`src/hsf_pkg.sv`:
```
// Purpose: Constants and types for the fault supervision block
// Assumes: 100 MHz mclk, 8-bit register data
// Notes: Register indices are word offsets on the plain register port
package hsf_pkg;
    // Clock and timing
    localparam int CLK_KHZ = 100000;
    localparam int QUAL_MS = 100;
    localparam int QUAL_CYCLES = QUAL_MS * CLK_KHZ;
    localparam int REFRESH_PER_SEC = 10;
    localparam int REFRESH_CYCLES = (CLK_KHZ * 1000) / REFRESH_PER_SEC;
    localparam int CNT_W = 24;

    // Converter figures
    localparam int FET_SHORT_UV = 2000;
    localparam int SENSE_LSB_UV = 300;
    localparam logic [7:0] FET_SHORT_CODE = 8'((FET_SHORT_UV + SENSE_LSB_UV - 1) / SENSE_LSB_UV);
    localparam logic [1:0] CH_SENSE = 2'h0;
    localparam logic [1:0] CH_SOURCE = 2'h1;
    localparam logic [1:0] CH_ADIN = 2'h2;

    // Register indices
    localparam logic [2:0] REG_CONTROL = 3'h0;
    localparam logic [2:0] REG_ALERT_EN = 3'h1;
    localparam logic [2:0] REG_STATUS = 3'h2;
    localparam logic [2:0] REG_FAULT = 3'h3;
    localparam logic [2:0] REG_RESULT0 = 3'h4;
    localparam logic [2:0] REG_RESULT2 = 3'h6;

    // Control fields
    localparam int CTL_HIGH_RETRY = 0;
    localparam int CTL_LOW_RETRY = 1;
    localparam int CTL_OC_RETRY = 2;
    localparam int CTL_SWITCH_EN = 3;
    localparam int CTL_MASS_WR = 4;
    localparam int CTL_FREEZE = 5;
    localparam int CTL_GPIO_LO = 6;
    localparam logic [7:0] CONTROL_RESET = 8'h13;
    localparam logic [7:0] ALERT_EN_RESET = 8'h00;

    // Status and fault fields
    localparam int F_HIGH = 0;
    localparam int F_LOW = 1;
    localparam int F_OC = 2;
    localparam int F_PWR_BAD = 3;
    localparam int F_BOARD = 4;
    localparam int F_FET = 5;
    localparam logic [5:0] KEEP_BY_PRESENT = 6'h2F;
    localparam logic [5:0] KEEP_ON_INSERT = 6'h10;

    // GPIO modes
    typedef enum logic [1:0] {
        HSF_GPIO_PWR_GOOD = 2'b00,
        HSF_GPIO_PULL_GOOD = 2'b01,
        HSF_GPIO_OUT = 2'b10,
        HSF_GPIO_IN = 2'b11
    } hsf_gpio_e;

    typedef struct packed {
        logic valid;
        logic [1:0] chan;
        logic [7:0] data;
    } hsf_adc_s;

    typedef struct packed {
        logic [2:0] addr;
        logic [7:0] wdata;
        logic wr;
        logic rd;
    } hsf_bus_s;
endpackage

```
`src/hsf_fault_mgr.sv`:
```
// Purpose: Fault supervision, switch enable and alert release logic
// Assumes: Comparator and converter inputs synchronous to mclk
// Notes: Bus protocol engine lives outside and sends event pulses
//
// How it works
// - High input trip: switch off, set bits
// - High clear 100 ms, then retry allowed
// - Low input trip: switch off, set bits
// - Low clear 100 ms, then retry allowed
// - Low input at supply start logs fault
// - Board pin toggle sets board change fault
// - Board removal: switch off, clear seated
// - Insertion clears faults but board change
// - Board low 100 ms copies enable request
// - Sense result over threshold while off: short
// - Feedback low while on: power bad, pull
// - Feedback recovered: release pin, clear present
// - Alert only for enabled latched faults
// - Alert response: reply address, release alert
// - Direct addressing releases pending alert
// - No reassert until new or refreshed fault
// - Host zero writes clear; present faults kept
// - Switch off, reset level, lockout clear faults
// - Without retry, latched high, low and overcurrent faults hold switch off
// - With retry, present bits hold off; high and low also until 100 ms clear
// - Three results refreshed ten times per second
// - Freeze stops updates, results host writable
// - Overcurrent timer expiry: switch off, set bits
// - Host one into high, low or overcurrent fault, retry off, turns switch off
`timescale 1ns/1ns
module hsf_fault_mgr #(
    parameter int QUAL_CYCLES = hsf_pkg::QUAL_CYCLES,
    parameter int REFRESH_CYCLES = hsf_pkg::REFRESH_CYCLES
) (
    input wire logic mclk,
    input wire logic resetn,
    input wire hsf_pkg::hsf_bus_s bus,
    output logic [7:0] rdata,
    input wire logic highInputCmp,
    input wire logic lowInputCmp,
    input wire logic lowResetCmp,
    input wire logic internalSupplyOk,
    input wire logic boardPresentN,
    input wire logic enableRequest,
    input wire logic feedbackLow,
    input wire logic gateDriveLow,
    input wire logic ocTimerExpired,
    input wire logic ocTimerDischarged,
    input wire hsf_pkg::hsf_adc_s adc,
    input wire logic [6:0] devAddr,
    input wire logic araRequest,
    input wire logic araWon,
    input wire logic addressedDirect,
    output logic switchOn,
    output logic alertOut,
    output logic alertOe,
    output logic gpioOut,
    output logic gpioOe,
    output logic adcStart,
    output logic araReplyValid,
    output logic [6:0] araReplyAddr
);
    typedef struct packed {
        logic [7:0] ctrl;
        logic [7:0] alertEn;
        logic [5:0] status;
        logic [5:0] fault;
        logic [5:0] served;
        logic [2:0][7:0] result;
        logic [hsf_pkg::CNT_W-1:0] highClearCnt;
        logic [hsf_pkg::CNT_W-1:0] lowClearCnt;
        logic [hsf_pkg::CNT_W-1:0] boardLowCnt;
        logic [hsf_pkg::CNT_W-1:0] refreshCnt;
        logic boardPrev;
        logic enablePrev;
        logic switchOn;
        logic alertOe;
        logic gpioOe;
        logic gpioOut;
        logic adcStart;
        logic araReplyValid;
        logic [6:0] araReplyAddr;
        logic [7:0] rdata;
    } hsf_state_s;

    localparam logic [hsf_pkg::CNT_W-1:0] QUAL_END = hsf_pkg::CNT_W'(QUAL_CYCLES);
    localparam logic [hsf_pkg::CNT_W-1:0] REFRESH_END = hsf_pkg::CNT_W'(REFRESH_CYCLES - 1);
    localparam logic [hsf_pkg::CNT_W-1:0] CNT_ONE = hsf_pkg::CNT_W'(1);

    hsf_state_s s;
    hsf_state_s next_s;

    logic boardRise;
    logic boardFall;
    logic enableRise;
    logic enableFall;
    logic boardQualEvent;
    logic pwrBadCond;
    logic fetShortEvent;
    logic fetShortGone;
    logic switchFall;
    logic clearAll;
    logic releaseEvent;
    logic highOk;
    logic lowOk;
    logic ocOk;
    logic [5:0] hwSet;
    logic [5:0] baseFault;
    logic [2:0] resultIdx;

    always_comb begin
        next_s = s;
        next_s.adcStart = 1'b0;
        next_s.araReplyValid = 1'b0;
        next_s.rdata = 8'h00;
        resultIdx = bus.addr - hsf_pkg::REG_RESULT0;

        // Edge detection on pins
        boardRise = boardPresentN & ~s.boardPrev;
        boardFall = ~boardPresentN & s.boardPrev;
        enableRise = enableRequest & ~s.enablePrev;
        enableFall = ~enableRequest & s.enablePrev;
        next_s.boardPrev = boardPresentN;
        next_s.enablePrev = enableRequest;

        // Qualification counters
        if (highInputCmp) begin
            next_s.highClearCnt = '0;
        end else if (s.highClearCnt != QUAL_END) begin
            next_s.highClearCnt = s.highClearCnt + CNT_ONE;
        end
        if (lowInputCmp) begin
            next_s.lowClearCnt = '0;
        end else if (s.lowClearCnt != QUAL_END) begin
            next_s.lowClearCnt = s.lowClearCnt + CNT_ONE;
        end
        if (boardPresentN) begin
            next_s.boardLowCnt = '0;
        end else if (s.boardLowCnt != QUAL_END) begin
            next_s.boardLowCnt = s.boardLowCnt + CNT_ONE;
        end
        boardQualEvent = ~boardPresentN && (s.boardLowCnt == QUAL_END - CNT_ONE);

        // Present bits
        next_s.status[hsf_pkg::F_HIGH] = highInputCmp;
        next_s.status[hsf_pkg::F_LOW] = lowInputCmp;
        if (ocTimerExpired) begin
            next_s.status[hsf_pkg::F_OC] = 1'b1;
        end else if (ocTimerDischarged) begin
            next_s.status[hsf_pkg::F_OC] = 1'b0;
        end
        pwrBadCond = feedbackLow & s.switchOn & ~gateDriveLow;
        if (pwrBadCond) begin
            next_s.status[hsf_pkg::F_PWR_BAD] = 1'b1;
        end else if (~feedbackLow) begin
            next_s.status[hsf_pkg::F_PWR_BAD] = 1'b0;
        end
        if (boardRise) begin
            next_s.status[hsf_pkg::F_BOARD] = 1'b0;
        end else if (boardFall) begin
            next_s.status[hsf_pkg::F_BOARD] = 1'b1;
        end
        fetShortEvent = adc.valid && adc.chan == hsf_pkg::CH_SENSE && ~s.switchOn
            && adc.data >= hsf_pkg::FET_SHORT_CODE;
        fetShortGone = adc.valid && adc.chan == hsf_pkg::CH_SENSE
            && adc.data < hsf_pkg::FET_SHORT_CODE;
        if (fetShortEvent) begin
            next_s.status[hsf_pkg::F_FET] = 1'b1;
        end else if (fetShortGone) begin
            next_s.status[hsf_pkg::F_FET] = 1'b0;
        end

        // Control and alert enable registers
        if (bus.wr && bus.addr == hsf_pkg::REG_CONTROL) begin
            next_s.ctrl = bus.wdata;
        end
        if (bus.wr && bus.addr == hsf_pkg::REG_ALERT_EN) begin
            next_s.alertEn = bus.wdata;
        end
        if (boardQualEvent) begin
            next_s.ctrl[hsf_pkg::CTL_SWITCH_EN] = enableRequest;
        end else if (s.boardLowCnt == QUAL_END && (enableRise || enableFall)) begin
            next_s.ctrl[hsf_pkg::CTL_SWITCH_EN] = enableRequest;
        end
        switchFall = s.ctrl[hsf_pkg::CTL_SWITCH_EN] & ~next_s.ctrl[hsf_pkg::CTL_SWITCH_EN];

        // Latched faults: sets win over every clear except lockout
        hwSet = '0;
        hwSet[hsf_pkg::F_HIGH] = highInputCmp;
        hwSet[hsf_pkg::F_LOW] = lowInputCmp;
        hwSet[hsf_pkg::F_OC] = ocTimerExpired;
        hwSet[hsf_pkg::F_PWR_BAD] = pwrBadCond;
        hwSet[hsf_pkg::F_BOARD] = boardRise | boardFall;
        hwSet[hsf_pkg::F_FET] = fetShortEvent;
        if (~internalSupplyOk) begin
            hwSet = '0;
        end
        baseFault = s.fault;
        if (bus.wr && bus.addr == hsf_pkg::REG_FAULT) begin
            baseFault = bus.wdata[5:0];
        end
        clearAll = switchFall | lowResetCmp | ~internalSupplyOk;
        if (clearAll) begin
            baseFault = '0;
        end else if (boardFall) begin
            baseFault = baseFault & hsf_pkg::KEEP_ON_INSERT;
        end
        next_s.fault = baseFault | hwSet;
        if (internalSupplyOk) begin
            next_s.fault = next_s.fault | (s.fault & s.status & hsf_pkg::KEEP_BY_PRESENT);
        end

        // Alert release bookkeeping
        releaseEvent = s.alertOe & (araWon | addressedDirect);
        next_s.served = s.served & next_s.fault;
        if (releaseEvent) begin
            next_s.served = next_s.served | (s.fault & next_s.fault);
        end
        next_s.alertOe = |(next_s.fault & next_s.alertEn[5:0] & ~next_s.served);
        if (araRequest && s.alertOe) begin
            next_s.araReplyValid = 1'b1;
            next_s.araReplyAddr = devAddr;
        end

        // Switch enable
        highOk = (next_s.highClearCnt == QUAL_END)
            && (next_s.ctrl[hsf_pkg::CTL_HIGH_RETRY] || ~next_s.fault[hsf_pkg::F_HIGH]);
        lowOk = (next_s.lowClearCnt == QUAL_END)
            && (next_s.ctrl[hsf_pkg::CTL_LOW_RETRY] || ~next_s.fault[hsf_pkg::F_LOW]);
        ocOk = ~next_s.status[hsf_pkg::F_OC]
            && (next_s.ctrl[hsf_pkg::CTL_OC_RETRY] || ~next_s.fault[hsf_pkg::F_OC]);
        next_s.switchOn = next_s.ctrl[hsf_pkg::CTL_SWITCH_EN] && next_s.status[hsf_pkg::F_BOARD]
            && ~boardPresentN && highOk && lowOk && ocOk && internalSupplyOk;

        // General pin
        unique case (hsf_pkg::hsf_gpio_e'(next_s.ctrl[hsf_pkg::CTL_GPIO_LO +: 2]))
            hsf_pkg::HSF_GPIO_PWR_GOOD: next_s.gpioOe = next_s.status[hsf_pkg::F_PWR_BAD];
            hsf_pkg::HSF_GPIO_PULL_GOOD: next_s.gpioOe = ~feedbackLow;
            hsf_pkg::HSF_GPIO_OUT: next_s.gpioOe = 1'b1;
            hsf_pkg::HSF_GPIO_IN: next_s.gpioOe = 1'b0;
        endcase

        // Converter results
        if (s.refreshCnt == REFRESH_END) begin
            next_s.refreshCnt = '0;
            next_s.adcStart = 1'b1;
        end else begin
            next_s.refreshCnt = s.refreshCnt + CNT_ONE;
        end
        if (~s.ctrl[hsf_pkg::CTL_FREEZE]) begin
            if (adc.valid && adc.chan <= hsf_pkg::CH_ADIN) begin
                next_s.result[adc.chan] = adc.data;
            end
        end else if (bus.wr && bus.addr >= hsf_pkg::REG_RESULT0
                && bus.addr <= hsf_pkg::REG_RESULT2) begin
            next_s.result[resultIdx[1:0]] = bus.wdata;
        end

        // Read data
        if (bus.rd) begin
            unique case (bus.addr)
                hsf_pkg::REG_CONTROL: next_s.rdata = s.ctrl;
                hsf_pkg::REG_ALERT_EN: next_s.rdata = s.alertEn;
                hsf_pkg::REG_STATUS: next_s.rdata = {2'b00, s.status};
                hsf_pkg::REG_FAULT: next_s.rdata = {2'b00, s.fault};
                3'h4, 3'h5, 3'h6: next_s.rdata = s.result[resultIdx[1:0]];
                default: next_s.rdata = 8'h00;
            endcase
        end
    end

    always_ff @(posedge mclk or negedge resetn) begin
        if (!resetn) begin
            s <= '0;
            s.ctrl <= hsf_pkg::CONTROL_RESET;
            s.alertEn <= hsf_pkg::ALERT_EN_RESET;
            s.boardPrev <= 1'b1;
        end else begin
            s <= next_s;
        end
    end

    assign rdata = s.rdata;
    assign switchOn = s.switchOn;
    assign alertOut = s.gpioOut;
    assign alertOe = s.alertOe;
    assign gpioOut = s.gpioOut;
    assign gpioOe = s.gpioOe;
    assign adcStart = s.adcStart;
    assign araReplyValid = s.araReplyValid;
    assign araReplyAddr = s.araReplyAddr;
endmodule // hsf_fault_mgr

```
`config.mk`:
```
export PLATFORM = sky130hd
export DESIGN_NAME = hsf_fault_mgr
export DESIGN_NICKNAME = d
export VERILOG_FILES = /design/src/hsf_pkg.sv /design/src/hsf_fault_mgr.sv
export SDC_FILE = /design/constraint.sdc
export NUM_CORES = 1
export LEC_CHECK = 0
export BUFFER_PORTS_ARGS = -buffer_cell sky130_fd_sc_hd__buf_2
export CAP_MARGIN = 30
export CELL_PAD_IN_SITES_DETAIL_PLACEMENT = 0
export CELL_PAD_IN_SITES_GLOBAL_PLACEMENT = 1
export CORE_ASPECT_RATIO = 1.4
export CORE_MARGIN = 8
export CORE_UTILIZATION = 43
export DETAILED_ROUTE_END_ITERATION = 6
export HOLD_SLACK_MARGIN = 0.06
export MAX_ROUTING_LAYER = met4
export PLACE_DENSITY_LB_ADDON = 0.08
export SYNTH_ARGS = -nofsm -noshare
export SYNTH_HDL_FRONTEND = slang
export SYNTH_SLANG_ARGS = --single-unit
```
`constraint.sdc`:
```
create_clock -name mclk -period 2.5 [get_ports mclk]
set_input_delay 0.5 -clock mclk [delete_from_list [all_inputs] [get_ports mclk]]
set_output_delay 0.5 -clock mclk [all_outputs]
set_load 0.05 [all_outputs]
```
==> Yosys cells after proc, flatten, opt, wreduce, memory -nomap -nowiden <==
Index checks and enable logic that the tools add are counted.
{ "word_totals": {"n_memories": 0, "wordCells": 168, "ff_bits": 176, "ram_bits": 0, "latchBits": 0, "output_inout_bits": 22, "mem_bits_ro": 0, "input_bits": 46} }
{ "op_classes": {"n_lt_le_gt_ge": 9, "n_bitwise": 34, "add_sub_neg": 5, "div": 0, "muxes": 41, "n_mul": 0, "shifts": 0, "reduce_logical": 37, "n_eq_ne": 18} }
{ "op_table": {"columns": ["cell", "count"], "rows": [
  ["$mux 24", 10],
  ["$eq 24x24->1 const B", 5],
  ["$add 24x1->24 const B", 4],
  ["$ne 24x24->1 const B", 3],
  ["$bwmux 24", 2],
  ["$mux 8", 6],
  ["$mux 6", 7],
  ["$pmux 8 s5", 1],
  ["$demux 8 s2", 2],
  ["$and 6x6->6", 5],
  ["$logic_and 1x1->1", 24],
  ["$or 6x6->6", 3],
  ["$bmux 8 s2", 1],
  ["$not 1->1", 13],
  ["$mux 1", 11],
  ["$eq 3x3->1 const B", 3],
  ["$and 1x1->1", 8],
  ["$ge 8x3->1 const B", 1],
  ["$lt 8x3->1 const B", 1],
  ["$eq 3x2->1 const B", 2],
  ["$lt 2x3->1 const B", 2],
  ["$not 6->6", 1],
  ["$reduce_bool 2->1", 3],
  ["$reduce_or 6->1", 1],
  ["other kinds (16)", 25]
]} }

==> Longest topological paths before layout <==
{ "logic_depth": {"depth_word": 21, "depth_mapped": 11, "ltp_nobuf": 9} }

==> Least setup slack after synthesis <==
OpenSTA, ideal clock, no wires.
{ "synth_path": {"kind": "input port to flip-flop", "from": "input bus[11] (netlist bit)", "to": "register s (netlist bit alertOe)", "t_required_ns": 2.362, "setup_ns": 0.138, "path_stages": 8, "slack_ns": -0.511, "n_path_buf": 1, "arrival_time_ns": 2.872, "cell_sequence": "buf_2 -> nor4b_4 -> mux2i_1 -> o32a_1 -> o2111ai_1 -> a221oi_1 -> o22ai_1 -> or4_1"} }
{ "synth_rtl": {"columns": ["item", "line", "source"], "rows": [
  ["from (decl)", "hsf_fault_mgr.sv:37", "input wire hsf_pkg::hsf_bus_s bus,"],
  ["to (signal assigned)", "hsf_fault_mgr.sv:279", "s <= next_s;"],
  ["to (decl)", "hsf_fault_mgr.sv:90", "hsf_state_s s;"]
]} }

==> results.yml <==
logic_synthesis:
  ys_seq_elements: 176
  synthCells: 937
  ys_warn_count: 0
  synth-main-ff-cell: "sky130_fd_sc_hd__dfrtp_1"
  syn_avg_cell_area_um2: 9.859
  synthArstFlopShare_pct: 100.0
  synth_cell_area_um2: 9238
  synth_sequential_area_ratio_pct: 47.73
  yosysUniqueCellTypes: 70
  synth_edf_count: 0
cells_and_area:
  n_diodes: 0
  final.fill_count: 1936
  flow.area_growth_from_synthesis_pct: 25.55
  final_layout_size_suffix_gt1_share_pct: 29.60
  final_nets: 1167
die:
  start_util_pct: 43.73
  die_w_um: 139.9
  rows: 63
  dieArea_um2: 26500
  ios: 68
  coreArea_um2: 21130
  die_height_um: 189.4
place:
  port_buffers: 65
  detailedPlacementHpwl_um: 18590
  routabilityCongestion: 0.8422
drt:
  postRouteWirelength_um: 24690
  vias: 7517
  dr.first_iter.drc_count: 321
  drt-vias-per-instance: 5.427
  dr.pass1.iters: 4
  routed_wire_length_per_instance_um: 17.82
  drt.antenna.violating_nets: 0
  post-route-drc-count: 0
worst_setup_path:
  worstPathRequired_ns: 2.83
  start_kind: "flip-flop"
  path_class: "flip-flop to flip-flop"
  cp_top_delay_family: "simple AND/OR/NAND/NOR gates"
  crit_arrival_ns: 2.88
  beginning_of_the_critical_path: "s[71]"
  max_stage_delay_ns: 0.42
  worstPathMaxFanout: 4
  cp_cell_sequence: "inv_2 > ha_1 > nor3b_4 > nand4_1 > nor4bb_1 > buf_4 > mux2_4 > nor4_2 > buf_4 > nand4_1 > nor4_2"
  reg2reg_from: "s[71]"
  buffer_and_inverter_count_on_the_worst_path: 3
  setup.worst_path.end_class: "flip-flop"
  slowest_stage: "sky130_fd_sc_hd__dfrtp_1"
clock_tree:
  cts_made_buffers: 17
  h-tree-depth: 4
  cts_tree: "yes"
  worstSkewPairLatency_ns: 0.43
  cts_root_buf: "sky130_fd_sc_hd__clkbuf_16"
  cts.path.max_buffers: 2
  clkSlewWorstSetupHoldPaths_ns: 0.07
  clock-sinks: 176
sta:
  final_hold_viol_count: 0
  clock_skew_ns: 0.01019
  finalSetupViolations: 1
  setup_repair_after_global_routing_missed_its_margin: "yes"
  maxClockFrequency_ghz: 0.3934
  normalized_max_slew_margin_pct: 54.79
  tightestPinTransition_ns: 0.6768
  layout_worst_path_cycle_share_pct: 101.7
  final_critical_path_setup_slack_ns: -0.04225
  final_max_slew_viol_count: 0
  fin_crit_ns: 2.542
  setup-tns-final_ns: -0.04225
pwr:
  pnr_total_power_uw: 7397
  irDropWorstVdd_uv: 517.9
  power.density_nw_per_um2: 637.9
  p_leak_uw: 0.005102
global_route:
  grt_util_all_layers_pct: 19.81
  grt.busiest_layer: "met2"
  grt_max_degree: 55
  met2_grt_util_pct: 36.01
  first_global_vias: 7921
  grt_overflow_total: 0
  use_met3_pct: 3.201
  antenna_violations_before_repair: 0
  grt_first_pass_wirelength_um: 40530
  use_met1_pct: 21.03
status:
  failed_checks: "negative setup slack"
  run_status: "finished, violations left"
hold_path:
  worst_hold_path_type: "input port to flip-flop"
  worstHoldStart: "devAddr[3]"
flow_run:
  drv.max_cap_violation_count: 0
## cell usage after synthesis (18+ instances only)
cell type | count | area share, %
sky130_fd_sc_hd__mux2_2 | 22 | 2.7
sky130_fd_sc_hd__clkbuf_1 | 28 | 1.1
sky130_fd_sc_hd__a21oi_1 | 61 | 3.3
sky130_fd_sc_hd__xor2_1 | 42 | 4.0
sky130_fd_sc_hd__nand2_1 | 49 | 2.0
sky130_fd_sc_hd__dfrtp_1 | 172 | 47
sky130_fd_sc_hd__buf_4 | 19 | 1.5
sky130_fd_sc_hd__nand3_1 | 41 | 2.2
sky130_fd_sc_hd__xnor2_1 | 33 | 3.1
sky130_fd_sc_hd__a22oi_1 | 27 | 2.2
sky130_fd_sc_hd__nand4_1 | 26 | 1.8
sky130_fd_sc_hd__mux2i_1 | 25 | 2.7
sky130_fd_sc_hd__inv_1 | 27 | 1.1
sky130_fd_sc_hd__nor3_1 | 18 | 0.98
sky130_fd_sc_hd__nor2_1 | 144 | 5.9
## power by group
| group | internal, µW | switching, µW |
|---|---|---|
| Combinational | 563 | 949 |
| Sequential | 3220 | 205 |
| Clock | 1300 | 1160 |
## stage by stage
stage / util [%] / setup slack [ns] / std cells / hold slack [ns] / instance area (µm²)
floorplan: - / -0.3615 / 938 / 0.2044 / 9284
global placement: 50.76 / -0.1878 / 1345 / 0.4592 / 10720
detailed placement: 50.76 / -0.2419 / 1345 / 0.4635 / 10720
CTS: 54.44 / -0.003197 / 1383 / 0.2768 / 11500
global route: 54.90 / -0.2156 / 1385 / 0.2859 / 11600
finish: 54.90 / -0.04225 / 1385 / 0.2964 / 11600
## layout by cell type, fill, tap and decap left out, types with 9 or more instances in the layout
cell                        instances
sky130_fd_sc_hd__dfrtp_1          171
sky130_fd_sc_hd__nor2_1           144
sky130_fd_sc_hd__buf_4            139
sky130_fd_sc_hd__buf_2             64
sky130_fd_sc_hd__a21oi_1           56
sky130_fd_sc_hd__nand2_1           49
sky130_fd_sc_hd__xor2_1            42
sky130_fd_sc_hd__nand3_1           41
sky130_fd_sc_hd__xnor2_1           33
sky130_fd_sc_hd__a22oi_1           27
sky130_fd_sc_hd__nand4_1           26
sky130_fd_sc_hd__inv_1             23
sky130_fd_sc_hd__mux2i_1           22
sky130_fd_sc_hd__mux2_2            21
sky130_fd_sc_hd__clkbuf_16         17
sky130_fd_sc_hd__nor2b_1           16
sky130_fd_sc_hd__nor3_1            16
sky130_fd_sc_hd__o21ai_0           11
sky130_fd_sc_hd__nor4_1            10
sky130_fd_sc_hd__a211oi_1           9
## cell type report
class	instances	area (µm²)	share of cell area, %
Tap cell	260	325.3	2.805
Clock inverter	12	87.58	0.7552
Timing Repair Buffer	212	1493	12.87
Multi-Input combinational cell	676	4723	40.73
Sequential cell	176	4410	38.03
Clock buffer	20	446.7	3.852
Inverter	29	111.4	0.9602
## state kept, by name, indices dropped and copies added, names as in the netlist
signal         count
rdata              8
switchOn           1
adcStart           1
gpioOe             1
s                156
alertOe            1
araReplyValid      1
araReplyAddr       7
## per-layer routing
| metal | vias to the layer above | wire length [µm] |
|---|---|---|
| li1 | 3667 | - |
| met1 | 3690 | 9882 |
| met2 | 122 | 13420 |
| met3 | 38 | 731 |
| met4 | 0 | 654 |
| met5 | - | 0 |
## repair_timing
| item | CTS | global route |
|---|---|---|
| setup buffers | 5 | 2 |
| gates resized for setup | 43 | 16 |
| pin swaps | 20 | 13 |
| endpoints found under the setup margin | 2 | 3 |
| hold buffers | 1 | 0 |
| endpoints found under the hold margin | 47 | 0 |
## final timing paths
check	endpoint	slack [ns]	cells past startpoint
setup reg to reg	switchOn	-0.04	11
max in group asynchronous	s[24]	1.11	3
min in group asynchronous	s[60]	0.58	2
hold / removal	araReplyAddr[3]	0.30	2
setup / recovery	switchOn	-0.04	11
hold reg to reg	s[23]	0.47	1
## logic make-up (layout without fill, tap and decap cells)
logic type                 after synthesis  count (layout)  synth area share [%]
and+or+nand+nor                        385             385                 22.02
DFF                                    176             176                 47.73
AOI/OAI and AO/OA                      152             152                 10.70
buffers and inverters                   86             273                 4.321
xor gates and xnor gates                75              75                 7.111
muxes                                   53              53                 6.854
adders and majority gates                9               9                 1.219
other                                    1               2               0.04059
Power figures use the tool's default switching activity.
